<file path="config.mk">
export PLATFORM = sky130hd
export DESIGN_NAME = scicfg_bank
export DESIGN_NICKNAME = d
export VERILOG_FILES = /design/src/scicfg_dbuf.v /design/src/scicfg_bank.v
export VERILOG_INCLUDE_DIRS = /design/src
export SDC_FILE = /design/constraint.sdc
export NUM_CORES = 1
export LEC_CHECK = 0
export ABC_AREA = 1
export ABC_CLOCK_PERIOD_IN_PS = 4000
export BUFFER_PORTS_ARGS = -buffer_cell sky130_fd_sc_hd__buf_2
export CORE_ASPECT_RATIO = 1.1
export CORE_UTILIZATION = 30
export CTS_BUF_LIST = sky130_fd_sc_hd__clkbuf_2
export CTS_CLUSTER_SIZE = 8
export DETAILED_ROUTE_END_ITERATION = 6
export PLACE_DENSITY = 0.51
export SYNTH_ARGS = -nofsm -noshare
export SYNTH_HDL_FRONTEND = slang
export SYNTH_SLANG_ARGS = --single-unit
</file>
<file path="constraint.sdc">
create_clock -name CLK_SYS_IN -period 4 [get_ports CLK_SYS_IN]
set_input_delay 0.2 -clock CLK_SYS_IN [delete_from_list [all_inputs] [get_ports CLK_SYS_IN]]
set_output_delay 0.2 -clock CLK_SYS_IN [all_outputs]
set_load 0.02 [all_outputs]
</file>
<file path="src/scicfg_defs.vh">
// Address map, field positions and reset values of the config bank
`ifndef SCICFG_DEFS_VH
`define SCICFG_DEFS_VH

// Register addresses
`define SCICFG_ADDR_LVL        8'h08
`define SCICFG_ADDR_CTRL       8'h09
`define SCICFG_ADDR_MAKER_LO   8'h0C
`define SCICFG_ADDR_MAKER_HI   8'h0D
`define SCICFG_ADDR_PVA_LO     8'h10
`define SCICFG_ADDR_PVA_HI     8'h11
`define SCICFG_ADDR_PVB_LO     8'h12
`define SCICFG_ADDR_PVB_HI     8'h13
`define SCICFG_ADDR_OFB_LO     8'h14
`define SCICFG_ADDR_OFB_HI     8'h15
`define SCICFG_ADDR_LPW_LO     8'h16
`define SCICFG_ADDR_LPW_HI     8'h17
`define SCICFG_ADDR_SFB_LO     8'h1A
`define SCICFG_ADDR_SFB_HI     8'h1B
`define SCICFG_ADDR_MCA_LO     8'h30
`define SCICFG_ADDR_MCA_HI     8'h31
`define SCICFG_ADDR_MCB_LO     8'h32
`define SCICFG_ADDR_MCB_HI     8'h33

// Bit positions
`define SCICFG_BIT_SERIAL_LVL  0
`define SCICFG_BIT_IRQ_LVL     1
`define SCICFG_BIT_FBLOCK_LVL  2
`define SCICFG_BIT_COMMIT      0
`define SCICFG_BIT_RB_SEL      1

// Field widths
`define SCICFG_W_WIDE          15
`define SCICFG_W_SFB           9

// Reset values
`define SCICFG_RST_SERIAL_LVL  1'b0
`define SCICFG_RST_IRQ_LVL     1'b1
`define SCICFG_RST_FBLOCK_LVL  1'b0
`define SCICFG_RST_RB_SEL      1'b0
`define SCICFG_RST_PREDIV      15'h0008
`define SCICFG_RST_OFB         15'h0008
`define SCICFG_RST_LPW         15'h0003
`define SCICFG_RST_SFB         9'h000
`define SCICFG_RST_MON         15'h0000

// Arbitrary neutral maker code, not a real assignment
`define SCICFG_MAKER_CODE      16'h5A3C

`define SCICFG_BYTE_ZERO       8'h00

`endif

</file>
<file path="src/scicfg_dbuf.v">
// One double-buffered field: shadow copy, active copy, read-back select
`timescale 1ns/1ps
`include "scicfg_defs.vh"

module scicfg_dbuf #(
   parameter        W   = 15,
   parameter [W-1:0] RST = {W{1'b0}}
) (
   input  wire         clk_in,
   input  wire         rst_n_in,
   input  wire         wr_lo_in,
   input  wire         wr_hi_in,
   input  wire [7:0]   wdata_in,
   input  wire         commit_in,
   input  wire         rb_shadow_in,
   output wire [W-1:0] active_out,
   output wire [7:0]   rd_lo_out,
   output wire [7:0]   rd_hi_out
);

   reg  [W-1:0] shadow_q;
   reg  [W-1:0] active_q;
   wire [15:0]  shadow_wide;
   wire [15:0]  rd_wide;

   assign shadow_wide = {{(16-W){1'b0}}, shadow_q};

   // Host writes land in the shadow only
   always @(posedge clk_in) begin
      if (!rst_n_in) begin
         shadow_q <= RST;
      end else begin
         if (wr_lo_in)
            shadow_q <= {shadow_wide[W-1:8], wdata_in};
         if (wr_hi_in)
            shadow_q <= {wdata_in[W-9:0], shadow_q[7:0]};
      end
   end

   // Active copy moves only on commit, all fields in the same edge
   always @(posedge clk_in) begin
      if (!rst_n_in)
         active_q <= RST;
      else if (commit_in)
         active_q <= shadow_q;
   end

   // Unused upper bits read as zero
   assign rd_wide   = rb_shadow_in ? shadow_wide
                                   : {{(16-W){1'b0}}, active_q};
   assign rd_lo_out = rd_wide[7:0];
   assign rd_hi_out = rd_wide[15:8];
   assign active_out = active_q;

endmodule

</file>
<file path="src/scicfg_bank.v">
// Configuration bank: commit of divider shadows, level selects, maker code
`timescale 1ns/1ps
`include "scicfg_defs.vh"
// Notes on behaviour
// - Writing commit 1 copies shadows, self-clears
// - Every wide divider field has shadow and active
// - Read-only maker code at 0x0C low, 0x0D
// - Feedback lock pin level resets 0, 1.8V
// - Interrupt/oscillator lock level resets 1, 3.3V
// - Serial data pins level resets 0, 1.8V
// - Read-back select: 0 active, 1 shadow

module scicfg_bank (
   input  wire        CLK_SYS_IN,
   input  wire        RESETN_IN,
   input  wire        REG_WR_IN,
   input  wire        REG_RD_IN,
   input  wire [7:0]  REG_ADDR_IN,
   input  wire [7:0]  REG_WDATA_IN,
   output reg  [7:0]  REG_RDATA_OUT,
   output reg         REG_RVALID_OUT,
   output reg         COMMIT_PULSE_OUT,
   output reg         FEEDBACK_LOCK_PIN_LEVEL_SELECT_OUT,
   output reg         IRQ_AND_OSC_LOCK_PIN_LEVEL_SELECT_OUT,
   output reg         SERIAL_IO_LEVEL_SELECT_OUT,
   output wire [14:0] INPUT_PREDIV_A_OUT,
   output wire [14:0] INPUT_PREDIV_B_OUT,
   output wire [14:0] OSC_FEEDBACK_DIV_OUT,
   output wire [14:0] LOCK_PHASE_WINDOW_OUT,
   output wire [8:0]  SYNTH_FEEDBACK_DIV_OUT,
   output wire [14:0] MONITOR_COUNT_A_OUT,
   output wire [14:0] MONITOR_COUNT_B_OUT
);

   localparam NF = 7;

   reg          readback_copy_select_q;
   reg  [7:0]   rdata_d;
   wire [NF-1:0] wr_lo;
   wire [NF-1:0] wr_hi;
   wire [8*NF-1:0] rd_lo;
   wire [8*NF-1:0] rd_hi;
   wire         wr_lvl;
   wire         wr_ctrl;
   wire [15:0]  maker_code;

   // Fixed code; split into bytes by slicing, never by truncation
   assign maker_code = `SCICFG_MAKER_CODE;

   // Byte strobes per double-buffered field
   assign wr_lo[0] = REG_WR_IN && (REG_ADDR_IN == `SCICFG_ADDR_PVA_LO);
   assign wr_hi[0] = REG_WR_IN && (REG_ADDR_IN == `SCICFG_ADDR_PVA_HI);
   assign wr_lo[1] = REG_WR_IN && (REG_ADDR_IN == `SCICFG_ADDR_PVB_LO);
   assign wr_hi[1] = REG_WR_IN && (REG_ADDR_IN == `SCICFG_ADDR_PVB_HI);
   assign wr_lo[2] = REG_WR_IN && (REG_ADDR_IN == `SCICFG_ADDR_OFB_LO);
   assign wr_hi[2] = REG_WR_IN && (REG_ADDR_IN == `SCICFG_ADDR_OFB_HI);
   assign wr_lo[3] = REG_WR_IN && (REG_ADDR_IN == `SCICFG_ADDR_LPW_LO);
   assign wr_hi[3] = REG_WR_IN && (REG_ADDR_IN == `SCICFG_ADDR_LPW_HI);
   assign wr_lo[4] = REG_WR_IN && (REG_ADDR_IN == `SCICFG_ADDR_SFB_LO);
   assign wr_hi[4] = REG_WR_IN && (REG_ADDR_IN == `SCICFG_ADDR_SFB_HI);
   assign wr_lo[5] = REG_WR_IN && (REG_ADDR_IN == `SCICFG_ADDR_MCA_LO);
   assign wr_hi[5] = REG_WR_IN && (REG_ADDR_IN == `SCICFG_ADDR_MCA_HI);
   assign wr_lo[6] = REG_WR_IN && (REG_ADDR_IN == `SCICFG_ADDR_MCB_LO);
   assign wr_hi[6] = REG_WR_IN && (REG_ADDR_IN == `SCICFG_ADDR_MCB_HI);
   assign wr_lvl   = REG_WR_IN && (REG_ADDR_IN == `SCICFG_ADDR_LVL);
   assign wr_ctrl  = REG_WR_IN && (REG_ADDR_IN == `SCICFG_ADDR_CTRL);

   // Double-buffered divider fields, all sharing one commit strobe
   scicfg_dbuf #(.W(`SCICFG_W_WIDE), .RST(`SCICFG_RST_PREDIV)) u_pva (
      .clk_in       (CLK_SYS_IN),
      .rst_n_in     (RESETN_IN),
      .wr_lo_in     (wr_lo[0]),
      .wr_hi_in     (wr_hi[0]),
      .wdata_in     (REG_WDATA_IN),
      .commit_in    (COMMIT_PULSE_OUT),
      .rb_shadow_in (readback_copy_select_q),
      .active_out   (INPUT_PREDIV_A_OUT),
      .rd_lo_out    (rd_lo[7:0]),
      .rd_hi_out    (rd_hi[7:0])
   );
   scicfg_dbuf #(.W(`SCICFG_W_WIDE), .RST(`SCICFG_RST_PREDIV)) u_pvb (
      .clk_in       (CLK_SYS_IN),
      .rst_n_in     (RESETN_IN),
      .wr_lo_in     (wr_lo[1]),
      .wr_hi_in     (wr_hi[1]),
      .wdata_in     (REG_WDATA_IN),
      .commit_in    (COMMIT_PULSE_OUT),
      .rb_shadow_in (readback_copy_select_q),
      .active_out   (INPUT_PREDIV_B_OUT),
      .rd_lo_out    (rd_lo[15:8]),
      .rd_hi_out    (rd_hi[15:8])
   );
   scicfg_dbuf #(.W(`SCICFG_W_WIDE), .RST(`SCICFG_RST_OFB)) u_ofb (
      .clk_in       (CLK_SYS_IN),
      .rst_n_in     (RESETN_IN),
      .wr_lo_in     (wr_lo[2]),
      .wr_hi_in     (wr_hi[2]),
      .wdata_in     (REG_WDATA_IN),
      .commit_in    (COMMIT_PULSE_OUT),
      .rb_shadow_in (readback_copy_select_q),
      .active_out   (OSC_FEEDBACK_DIV_OUT),
      .rd_lo_out    (rd_lo[23:16]),
      .rd_hi_out    (rd_hi[23:16])
   );
   scicfg_dbuf #(.W(`SCICFG_W_WIDE), .RST(`SCICFG_RST_LPW)) u_lpw (
      .clk_in       (CLK_SYS_IN),
      .rst_n_in     (RESETN_IN),
      .wr_lo_in     (wr_lo[3]),
      .wr_hi_in     (wr_hi[3]),
      .wdata_in     (REG_WDATA_IN),
      .commit_in    (COMMIT_PULSE_OUT),
      .rb_shadow_in (readback_copy_select_q),
      .active_out   (LOCK_PHASE_WINDOW_OUT),
      .rd_lo_out    (rd_lo[31:24]),
      .rd_hi_out    (rd_hi[31:24])
   );
   scicfg_dbuf #(.W(`SCICFG_W_SFB), .RST(`SCICFG_RST_SFB)) u_sfb (
      .clk_in       (CLK_SYS_IN),
      .rst_n_in     (RESETN_IN),
      .wr_lo_in     (wr_lo[4]),
      .wr_hi_in     (wr_hi[4]),
      .wdata_in     (REG_WDATA_IN),
      .commit_in    (COMMIT_PULSE_OUT),
      .rb_shadow_in (readback_copy_select_q),
      .active_out   (SYNTH_FEEDBACK_DIV_OUT),
      .rd_lo_out    (rd_lo[39:32]),
      .rd_hi_out    (rd_hi[39:32])
   );
   scicfg_dbuf #(.W(`SCICFG_W_WIDE), .RST(`SCICFG_RST_MON)) u_mca (
      .clk_in       (CLK_SYS_IN),
      .rst_n_in     (RESETN_IN),
      .wr_lo_in     (wr_lo[5]),
      .wr_hi_in     (wr_hi[5]),
      .wdata_in     (REG_WDATA_IN),
      .commit_in    (COMMIT_PULSE_OUT),
      .rb_shadow_in (readback_copy_select_q),
      .active_out   (MONITOR_COUNT_A_OUT),
      .rd_lo_out    (rd_lo[47:40]),
      .rd_hi_out    (rd_hi[47:40])
   );
   scicfg_dbuf #(.W(`SCICFG_W_WIDE), .RST(`SCICFG_RST_MON)) u_mcb (
      .clk_in       (CLK_SYS_IN),
      .rst_n_in     (RESETN_IN),
      .wr_lo_in     (wr_lo[6]),
      .wr_hi_in     (wr_hi[6]),
      .wdata_in     (REG_WDATA_IN),
      .commit_in    (COMMIT_PULSE_OUT),
      .rb_shadow_in (readback_copy_select_q),
      .active_out   (MONITOR_COUNT_B_OUT),
      .rd_lo_out    (rd_lo[55:48]),
      .rd_hi_out    (rd_hi[55:48])
   );

   // Commit strobe: one cycle, so the bit clears itself by hardware
   always @(posedge CLK_SYS_IN) begin
      if (!RESETN_IN)
         COMMIT_PULSE_OUT <= 1'b0;
      else
         COMMIT_PULSE_OUT <= wr_ctrl &&
                             REG_WDATA_IN[`SCICFG_BIT_COMMIT];
   end

   // Read-back select lives beside the commit bit
   always @(posedge CLK_SYS_IN) begin
      if (!RESETN_IN)
         readback_copy_select_q <= `SCICFG_RST_RB_SEL;
      else if (wr_ctrl)
         readback_copy_select_q <= REG_WDATA_IN[`SCICFG_BIT_RB_SEL];
   end

   // Pad level selects; pad cells sit outside this bank
   always @(posedge CLK_SYS_IN) begin
      if (!RESETN_IN) begin
         FEEDBACK_LOCK_PIN_LEVEL_SELECT_OUT    <=
            `SCICFG_RST_FBLOCK_LVL;
         IRQ_AND_OSC_LOCK_PIN_LEVEL_SELECT_OUT <= `SCICFG_RST_IRQ_LVL;
         SERIAL_IO_LEVEL_SELECT_OUT            <=
            `SCICFG_RST_SERIAL_LVL;
      end else if (wr_lvl) begin
         FEEDBACK_LOCK_PIN_LEVEL_SELECT_OUT    <=
            REG_WDATA_IN[`SCICFG_BIT_FBLOCK_LVL];
         IRQ_AND_OSC_LOCK_PIN_LEVEL_SELECT_OUT <=
            REG_WDATA_IN[`SCICFG_BIT_IRQ_LVL];
         SERIAL_IO_LEVEL_SELECT_OUT            <=
            REG_WDATA_IN[`SCICFG_BIT_SERIAL_LVL];
      end
   end

   // Read mux; unmapped addresses return zero
   always @* begin
      rdata_d = `SCICFG_BYTE_ZERO;
      case (REG_ADDR_IN)
         `SCICFG_ADDR_MAKER_LO: rdata_d = maker_code[7:0];
         `SCICFG_ADDR_MAKER_HI: rdata_d = maker_code[15:8];
         `SCICFG_ADDR_LVL: begin
            rdata_d[`SCICFG_BIT_FBLOCK_LVL] =
               FEEDBACK_LOCK_PIN_LEVEL_SELECT_OUT;
            rdata_d[`SCICFG_BIT_IRQ_LVL]    =
               IRQ_AND_OSC_LOCK_PIN_LEVEL_SELECT_OUT;
            rdata_d[`SCICFG_BIT_SERIAL_LVL] = SERIAL_IO_LEVEL_SELECT_OUT;
         end
         `SCICFG_ADDR_CTRL: begin
            rdata_d[`SCICFG_BIT_COMMIT] = COMMIT_PULSE_OUT;
            rdata_d[`SCICFG_BIT_RB_SEL] = readback_copy_select_q;
         end
         `SCICFG_ADDR_PVA_LO: rdata_d = rd_lo[7:0];
         `SCICFG_ADDR_PVA_HI: rdata_d = rd_hi[7:0];
         `SCICFG_ADDR_PVB_LO: rdata_d = rd_lo[15:8];
         `SCICFG_ADDR_PVB_HI: rdata_d = rd_hi[15:8];
         `SCICFG_ADDR_OFB_LO: rdata_d = rd_lo[23:16];
         `SCICFG_ADDR_OFB_HI: rdata_d = rd_hi[23:16];
         `SCICFG_ADDR_LPW_LO: rdata_d = rd_lo[31:24];
         `SCICFG_ADDR_LPW_HI: rdata_d = rd_hi[31:24];
         `SCICFG_ADDR_SFB_LO: rdata_d = rd_lo[39:32];
         `SCICFG_ADDR_SFB_HI: rdata_d = rd_hi[39:32];
         `SCICFG_ADDR_MCA_LO: rdata_d = rd_lo[47:40];
         `SCICFG_ADDR_MCA_HI: rdata_d = rd_hi[47:40];
         `SCICFG_ADDR_MCB_LO: rdata_d = rd_lo[55:48];
         `SCICFG_ADDR_MCB_HI: rdata_d = rd_hi[55:48];
         default: rdata_d = `SCICFG_BYTE_ZERO;
      endcase
   end

   // Registered read answer, one cycle after the request
   always @(posedge CLK_SYS_IN) begin
      if (!RESETN_IN) begin
         REG_RDATA_OUT  <= `SCICFG_BYTE_ZERO;
         REG_RVALID_OUT <= 1'b0;
      end else begin
         REG_RVALID_OUT <= REG_RD_IN;
         if (REG_RD_IN)
            REG_RDATA_OUT <= rdata_d;
      end
   end

endmodule

</file>
==> results of run 1 <==
worst register-to-register path, stage by stage (launching register included):
cell and delay [ns]:
dfxtp_2 0.34, clkinv_2 0.04, buf_4 0.57, o21ai_0 0.35, nand2_1 0.19, nand3_1 0.13, nor2_1 0.14, nand3_1 0.08
nand2_1 0.06, dlygate4sd3_1 0.55, a21oi_1 0.06
worst paths after layout:
kind                          startpoint                   to  depth (start not counted)
hold / removal                 REG_RD_IN     REG_RDATA_OUT[3]                          4
setup reg to reg  readback_copy_select_q     REG_RDATA_OUT[4]                         10
setup / recovery          REG_ADDR_IN[7]     REG_RDATA_OUT[4]                         14
hold reg to reg        u_mca.shadow_q[9]  u_mca.active_out[9]                          2
per-stage QoR:
| stage | instance area, um^2 | total power [mW] | util | hold WS, ns | setup WS, ns |
|---|---|---|---|---|---|
| after floorplan | 9340 | 2.254 | - | 0.3760 | 2.508 |
| after global placement | 10210 | 2.323 | 0.3348 | 0.4569 | 1.659 |
| after detailed placement | 10210 | 2.322 | 0.3348 | 0.4599 | 1.582 |
| after CTS | 10950 | 3.848 | 0.3588 | 0.2012 | 0.9256 |
| after global routing | 10950 | 3.983 | 0.3589 | 0.2417 | 0.7606 |
| final | 10950 | 3.803 | 0.3589 | 0.2936 | 0.7998 |
power by group:
| part | switching, mW | leakage, nW | total (mW) | internal (mW) |
|---|---|---|---|---|
| combinational | 0.131 | 2.44 | 0.177 | 0.0457 |
| clock | 0.931 | 0.391 | 1.51 | 0.580 |
| sequential | 0.00280 | 1.71 | 2.12 | 2.11 |
flip-flops by register name, summed over array words and instances, names as in the netlist, 8 cells and up:
name / flops
u_pva.active_out: 15
u_sfb.shadow_q: 9
u_mca.shadow_q: 15
u_mca.active_out: 15
u_pvb.shadow_q: 15
u_ofb.active_out: 15
u_pva.shadow_q: 15
u_mcb.active_out: 15
u_sfb.active_out: 9
REG_RDATA_OUT: 8
u_lpw.shadow_q: 15
u_ofb.shadow_q: 15
u_mcb.shadow_q: 15
u_lpw.active_out: 15
u_pvb.active_out: 15
cells by family after synthesis:
| logic type | Yosys count | share of synthesized area |
|---|---|---|
| flip-flops | 212 | 0.4544 |
| multiplexers | 2 | 0.002143 |
| AND/OR/NAND/NOR | 445 | 0.2013 |
| AO/OA/AOI/OAI | 471 | 0.2537 |
| buffers and inverters | 210 | 0.08841 |
routing by layer:
| layer | GRT usage | vias to the layer above |
|---|---|---|
| met5 | 0 | - |
| met4 | 0.05994 | 0 |
| met3 | 0.03301 | 47 |
| met2 | 0.3520 | 264 |
| met1 | 0.3045 | 4346 |
| li1 | - | 4713 |
final cells by class:
type	count	area, um^2	area share
inverter	122	459.2	0.04193
multi-input combinational	918	4270	0.3900
clock inverter	10	37.54	0.003428
timing repair buffer	164	968.4	0.08844
sequential	212	4249	0.3880
antenna	1	2.502	0.0002285
clock buffer	89	445.4	0.04068
tap	414	518.0	0.04730
timing repair:
item	CTS	global route
hold endpoints to repair	121	0
hold buffers	25	0
gates resized for setup	0	0
cell usage in the layout, fill, tap and decap left out, types with 2 or more instances in the layout:
cell type      count
mux2i_1            2
clkbuf_2          89
nor2_4             9
o21a_1             3
buf_2            130
buf_4              9
o21ai_1           21
inv_1            109
nor3_1             3
dlygate4sd3_1     25
clkinv_1          11
nand4_1           10
o21ai_0          259
nor3_2             2
nand3_1           47
inv_2             11
nor2_1            89
a21oi_1          186
nand3b_1           2
nor2_2             4
dfxtp_1          210
nand2_1          275
==> results.txt, run 1 <==
Hold Crit Class: input port to register
layout cells sized above 1: 0.1723
Synth Flop Type: dfxtp_1
largest net degree at the start of global routing: 106
Power per Cell Area: 347.3 nW/um^2
post-synthesis sequential area ratio: 0.4544
DR DRC count: 0
DRT Pass-1 Iters: 6
Yosys Warn Count: 0
chip width: 170.2 um
status: completed
initial antenna violation count: 1
H-tree depth: 2
Filler cells: 3441
vias in the first global route: 8655
Sink Count: 212
clk_lat worst skew: 0.83 ns
CP Max Fanout: 10
CP Launch Type: input port
Worst Skew: 0.06608 ns
setup TNS: 0 ns
synthesized area: 9340 um^2
Max Slew Vio Count: 0
die area: 31840 um^2
Post-synth EDFFs: 0
initial DRC count: 692
Worst-path clk slew: 0.12 ns
Yosys top cell by area: dfxtp_1
routed len/inst: 18.32 um
Mapped Cells: 1340
Clock Tree Buf Depth: 3
CP Class: input port to register
Crit-path slowest cell: dlygate4sd3_1
top-count cell post-synth: nand2_1
number of port buffers: 131
top cells by count, synth: 275 x nand2_1, 259 x o21ai_0, 212 x dfxtp_1, 186 x a21oi_1, 109 x inv_1
dpl cells: 1805
worst-margin pin slew: 1.161 ns
Initial Util: 0.3061
Vias: 9370
Worst Path Required: 4.76 ns
Yosys cell types: 28
final cell count without fillers: 1930
FF-to-FF setup slack: 1.37 ns
GR Util All Layers: 0.2196
Hold Fails Final Rpt: 0
crit share post-route: 0.8001
CP endpoint kind: register
Fmax: 312.5 MHz
post-synthesis net count: 1360
Remaining Overflow, GRT: 0
Cell Rows: 67
synthesis-stage register bit count: 212
max_cap viols: 0
dominant cells by area after synthesis: dfxtp_1 45%, o21ai_0 14%, nand2_1 11%, a21oi_1 10%, inv_1 4.4%
final wirelength: 35360 um
RSZ-0062 raised after global routing: false
CP most frequent cell: dlygate4sd3_1
Final ANT Viol Nets: 0
Die Y: 187.1 um
critical-path cell list: dlygate4sd3_1 > buf_2 > nor2_2 > dlygate4sd3_1 > nand3_4 > dlygate4sd3_1 > nor2_4 > nand2_1 > nand2_1 > nor2_1 > nand3_1 > nand2_1 > dlygate4sd3_1 > a21oi_1
Final GP Congestion: 0.9587
met2 routed WL: 16210 um
Nets: 1495
fraction of synthesized cell area taken by the top area cell type: 0.4544
Max Used Layer: met4
arrival time of the worst setup path: 3.96 ns
metal3 WL: 1730 um
critical path's top delay family: buffers and inverters
Area growth, synth to finish: 17.24%
TritonCTS Buffers: 57
Tmin final: 3.200 ns
Post-Syn Area per Cell: 6.970 um^2
Post-synth ARST share: 0
Worst Path Buf+Inv: 5
slew margin rel.: 0.2229
setup violators final: 0
Met1 Routed Length: 16710 um
TritonCTS clock tree: yes
Max rail drop VDD: 0.1546 mV
Top Ports: 132
Post-CTS Setup Bufs: 0
CP max stage delay: 0.75 ns
leakage power: 4.544 nW
total core area: 30510 um^2
DP HPWL: 23810 um
CTS Root Cell: clkbuf_2
global-route wire length before repair: 53030 um
vias per cell: 4.855
Power figures use the tool's default switching activity.
==> inputs of run 2 (changes only) <==
- ABC_CLOCK_PERIOD_IN_PS: 4000 -> 3000
- clock period: 4 -> 3 ns (I/O delays scaled with it)
==> run 2 against run 1 <==
  * First-iteration DRC count is 1.3% higher
  * Wire length is 1.3% lower
  * Die area stayed put
  * Final cell count is 0.21% higher
  * Combinational power is 37% higher
  * Clock power is 48% higher
  * Sequential power is 33% higher
  * Non-clock buffer count is 8 higher
==> results.txt, run 2 (synthesis gave the netlist of run 1 again) <==
status: completed
Worst Skew: 0.04552 ns
Die Y: 187.1 um
Tmin final: 2.816 ns
Vias: 9423
Worst Path Required: 3.82 ns
total core area: 30510 um^2
setup violators final: 0
max_cap viols: 0
TritonCTS clock tree: yes
vias per cell: 4.872
layout cells sized above 1: 0.1771
HP Start: REG_RD_IN
DRT Pass-1 Iters: 5
final cell count without fillers: 1934
dpl cells: 1810
TritonCTS Buffers: 56
vias in the first global route: 8510
CTS Root Cell: clkbuf_2
chip width: 170.2 um
Final GP Congestion: 0.9621
Post-CTS Setup Bufs: 0
leakage power: 4.618 nW
Hold Fails Final Rpt: 0
initial DRC count: 701
commonest non-fill, non-tap cell in the layout: nand2_1
worst-margin pin slew: 0.8551 ns
commonest non-fill, non-tap cells in the layout: 274 x nand2_1, 259 x o21ai_0, 210 x dfxtp_1
CP Launch Type: input port
setup TNS: 0 ns
die area: 31840 um^2
H-tree depth: 2
Final ANT Viol Nets: 0
arrival time of the worst setup path: 3.64 ns
Fmax: 355.1 MHz
Critical Path Source: REG_ADDR_IN[5]
final wirelength: 34910 um
number of port buffers: 131
Clock Tree Buf Depth: 3
global-route wire length before repair: 51950 um
Top Ports: 132
Power per Cell Area: 476.9 nW/um^2
CP Class: input port to register
clk_lat worst skew: 0.90 ns
CP endpoint kind: register
DP Area: 10280 um^2
slew margin rel.: 0.4299
RSZ-0062 raised after global routing: false
routed len/inst: 18.05 um
DP HPWL: 23970 um
Cell Rows: 67
Remaining Overflow, GRT: 0
Initial Util: 0.3061
Max Slew Vio Count: 0
worst r2r src: readback_copy_select_q
Sink Count: 212
GR Util All Layers: 0.2162
Nets: 1502
CP Max Fanout: 10
Final Instance Area: 11110 um^2
Max rail drop VDD: 0.1969 mV
Filler cells: 3388
largest net degree at the start of global routing: 137
initial antenna violation count: 1
crit share post-route: 0.9387
Area growth, synth to finish: 18.94%
Worst-path clk slew: 0.10 ns
Hold Crit Class: input port to register
DR DRC count: 0
run 2: cell types whose count changed in the layout (fill, tap and decap cells not counted), sizes merged:
cell         change
dlygate4sd3      +3
bufinv           +3
clkbuf           -2
clkinv           -3
inv              -2
buf              +5
run 2: layout make-up:
cell class	instances	area, um^2	share of cell area
Clock inverter	8	111.4	0.01002
Tap cell	414	518.0	0.04663
Multi-Input combinational cell	918	4273	0.3846
Clock buffer	87	435.4	0.03919
Antenna cell	1	2.502	0.0002253
Timing Repair Buffer	172	1061	0.09551
Sequential cell	212	4249	0.3825
Inverter	122	459.2	0.04133
run 2: what timing repair did:
item | in CTS | in global routing
gates resized for setup | 0 | 2
hold buffers | 28 | 0
endpoints found under the hold margin | 161 | 0
setup endpoints to repair | 0 | 1
run 2: critical path, stage by stage:
cell and delay (ns):
dlygate4sd3_1 0.53, buf_2 0.16, inv_2 0.10, nand2_1 0.05
dlygate4sd3_1 0.55, nor2_1 0.14, dlygate4sd3_1 0.56, buf_4 0.17
nand2_2 0.12, inv_2 0.12, nand2_1 0.07, nand3b_1 0.08
nor2_1 0.04, dlygate4sd3_1 0.55, nand2_1 0.07, nand2_1 0.04
a21oi_1 0.13
run 2: path summary, 6_finish.rpt:
kind                          to  slack (ns)  cells past startpoint
max             REG_RDATA_OUT[3]        0.18                     17
min             REG_RDATA_OUT[3]        0.19                      4
max reg2reg     REG_RDATA_OUT[3]        0.60                     10
min reg2reg  u_mca.active_out[8]        0.44                      2
run 2: metal layers:
layer | GRT usage | wire length (um) | vias up
met5 | 0 | 0 | -
met4 | 0.05683 | 584 | 0
met3 | 0.03343 | 2106 | 49
met2 | 0.3444 | 16070 | 306
met1 | 0.3018 | 16140 | 4344
li1 | - | - | 4724
run 2: report_power, final:
part | total [mW] | switching (mW) | internal, mW
combinational | 0.243 | 0.178 | 0.0651
sequential | 2.82 | 0.00315 | 2.82
clock | 2.23 | 1.22 | 1.01
total | 5.30 | 1.40 | 3.89
run 2: stage by stage:
stage | hold slack [ns] | worst slack [ns] | util | power [mW]
after floorplan | 0.3260 | 1.508 | - | 3.005
after global placement | 0.4595 | 1.068 | 0.3368 | 3.101
after detailed placement | 0.4611 | 1.073 | 0.3368 | 3.100
after CTS | 0.1329 | 0.1584 | 0.3639 | 5.359
after global routing | 0.1650 | 0.04866 | 0.3641 | 5.519
final | 0.1946 | 0.1840 | 0.3641 | 5.298
==> inputs of run 3 (changes only) <==
--- a/constraint.sdc
+++ b/constraint.sdc
@@ -3,2 +3,2 @@
 set_output_delay 0.15 -clock CLK_SYS_IN [all_outputs]
-set_load 0.02 [all_outputs]
+set_load 0.01 [all_outputs]
==> run 3 against run 2 <==
  * The flow now finishes with violations (DRC)
  * Total power shrank 4.2%
  * Core utilization decreased by 0.27 points
  * Register-to-register slack gained 0.10 ns
  * Via count increased by 0.34%
  * Combinational power shrank 2%
  * Non-clock buffer count is 2 lower
  * Fmax shrank 1.1%
  * Largest power group unchanged
  * Flip-flop and latch count unchanged
  * First-iteration DRC count increased by 19%
  * Final cell count fell by 0.10%
  * Hold slack improved by 0.027 ns
==> results.txt, run 3 (synthesis gave the netlist of run 1 again) <==
status: finished, violations left
failing checks: DRC
die area: 31840 um^2
CP Class: input port to register
clk_lat worst skew: 0.87 ns
vias in the first global route: 8599
CTS Hold Buffers Added: 26
Worst Skew: 0.07244 ns
Max Slew Vio Count: 0
RSZ-0062 raised after global routing: false
Worst Path Buf+Inv: 5
Worst-path clk slew: 0.12 ns
Cell Rows: 67
DR DRC count: 6
pre-CTS WS: 1.063 ns
CP endpoint kind: register
number of port buffers: 131
Remaining Overflow, GRT: 0
Top Ports: 132
arrival time of the worst setup path: 3.64 ns
setup violators final: 0
largest net degree at the start of global routing: 137
layout cells sized above 1: 0.1721
initial DRC count: 837
Final GP Congestion: 0.9585
Max rail drop VDD: 0.1985 mV
TritonCTS clock tree: yes
leakage power: 4.572 nW
Crit-path slowest cell: dlygate4sd3_1
DRT Pass-1 Iters: 7
Worst Path Required: 3.80 ns
CP most frequent cell: dlygate4sd3_1
H-tree depth: 2
global-route wire length before repair: 52540 um
post-cts resize count: 0
final wirelength: 34740 um
GR Util All Layers: 0.2167
Tmin final: 2.847 ns
hold_ws: 0.2214 ns
commonest non-fill, non-tap cells in the layout: 275 x nand2_1, 259 x o21ai_0, 210 x dfxtp_1
initial antenna violation count: 1
CP Launch Type: input port
max_cap viols: 0
CTS Root Cell: clkbuf_2
routed len/inst: 17.98 um
Clock Tree Buf Depth: 3
Initial Util: 0.3061
TritonCTS Buffers: 55
Power per Cell Area: 460.1 nW/um^2
Vias: 9455
Die Y: 187.1 um
Pwr Total: 5.074 mW
setup ws final: 0.1534 ns
DP HPWL: 24090 um
CP max stage delay: 0.67 ns
commonest non-fill, non-tap cell in the layout: nand2_1
vias per cell: 4.894
setup TNS: 0 ns
Nets: 1499
Hold Fails Final Rpt: 0
Hold Crit Class: input port to register
critical path's top delay family: buffers and inverters
critical-path cell list: dlygate4sd3_1 > buf_2 > nor2_2 > dlygate4sd3_1 > nand3_1 > dlygate4sd3_1 > nor2_1 > nand3b_1 > nor2_1 > dlygate4sd3_1 > nand2_1 > nand2_1 > a21oi_1
Fmax: 351.3 MHz
CP Max Fanout: 4
Sink Count: 212
crit share post-route: 0.9489
chip width: 170.2 um
Post-CTS Setup Bufs: 0
Final ANT Viol Nets: 0
slew margin rel.: 0.4285
worst-margin pin slew: 0.8573 ns
Area growth, synth to finish: 18.07%
total core area: 30510 um^2
[run 3: cell types whose count changed in the layout (fill, tap and decap cells not counted)]
cell and change:
bufinv_16 -2, inv_1 +1, dlygate4sd3_1 -2, nand2_2 -1, clkinv_1 +6, clkbuf_2 -5, nand2_1 +1
[run 3: power by group]
group | switching, mW | internal, mW | total, mW
Combinational | 0.174 | 0.0637 | 0.237
Sequential | 0.00332 | 2.82 | 2.82
Clock | 1.21 | 0.807 | 2.02
[run 3: path summary, 6_finish.rpt]
check,start,endpoint,slack (ns),depth (start not counted)
hold reg to reg,u_lpw.shadow_q[7],u_lpw.active_out[7],0.46,2
setup / recovery,REG_ADDR_IN[7],REG_RDATA_OUT[3],0.15,13
hold / removal,REG_RD_IN,REG_RDATA_OUT[3],0.22,4
setup reg to reg,readback_copy_select_q,REG_RDATA_OUT[3],0.70,10
[run 3: worst register-to-register path: cells and delay by family (launching register included)]
family                 cells  cell delay [ns]
buffers and inverters      3             1.09
AO/OA/AOI/OAI              2             0.44
AND/OR/NAND/NOR            5             0.43
flip-flops                 1             0.35
[run 3: cell type report]
class                           instances  area, um^2
Inverter                              122       459.2
Multi-Input combinational cell        918        4270
Fill cell                            3420       19490
Tap cell                              414       518.0
Clock buffer                           82       410.4
Clock inverter                         13       77.57
Timing Repair Buffer                  170        1041
Antenna cell                            1       2.502
Sequential cell                       212        4249
[run 3: per-layer routing]
metal	global-route usage	vias up	part of all wire
li1	-	4723	-
met1	0.3017	4373	0.47
met2	0.3446	315	0.46
met3	0.03491	44	0.058
met4	0.05856	0	0.017
met5	0	-	0
[run 3: through the flow]
stage               utilization  instances  instance area [um^2]
floorplan                     -       1340                  9340
global placement         0.3368       1810                 10280
detailed placement       0.3368       1810                 10280
CTS                      0.3613       1931                 11030
global route             0.3614       1932                 11030
finish                   0.3614       1932                 11030
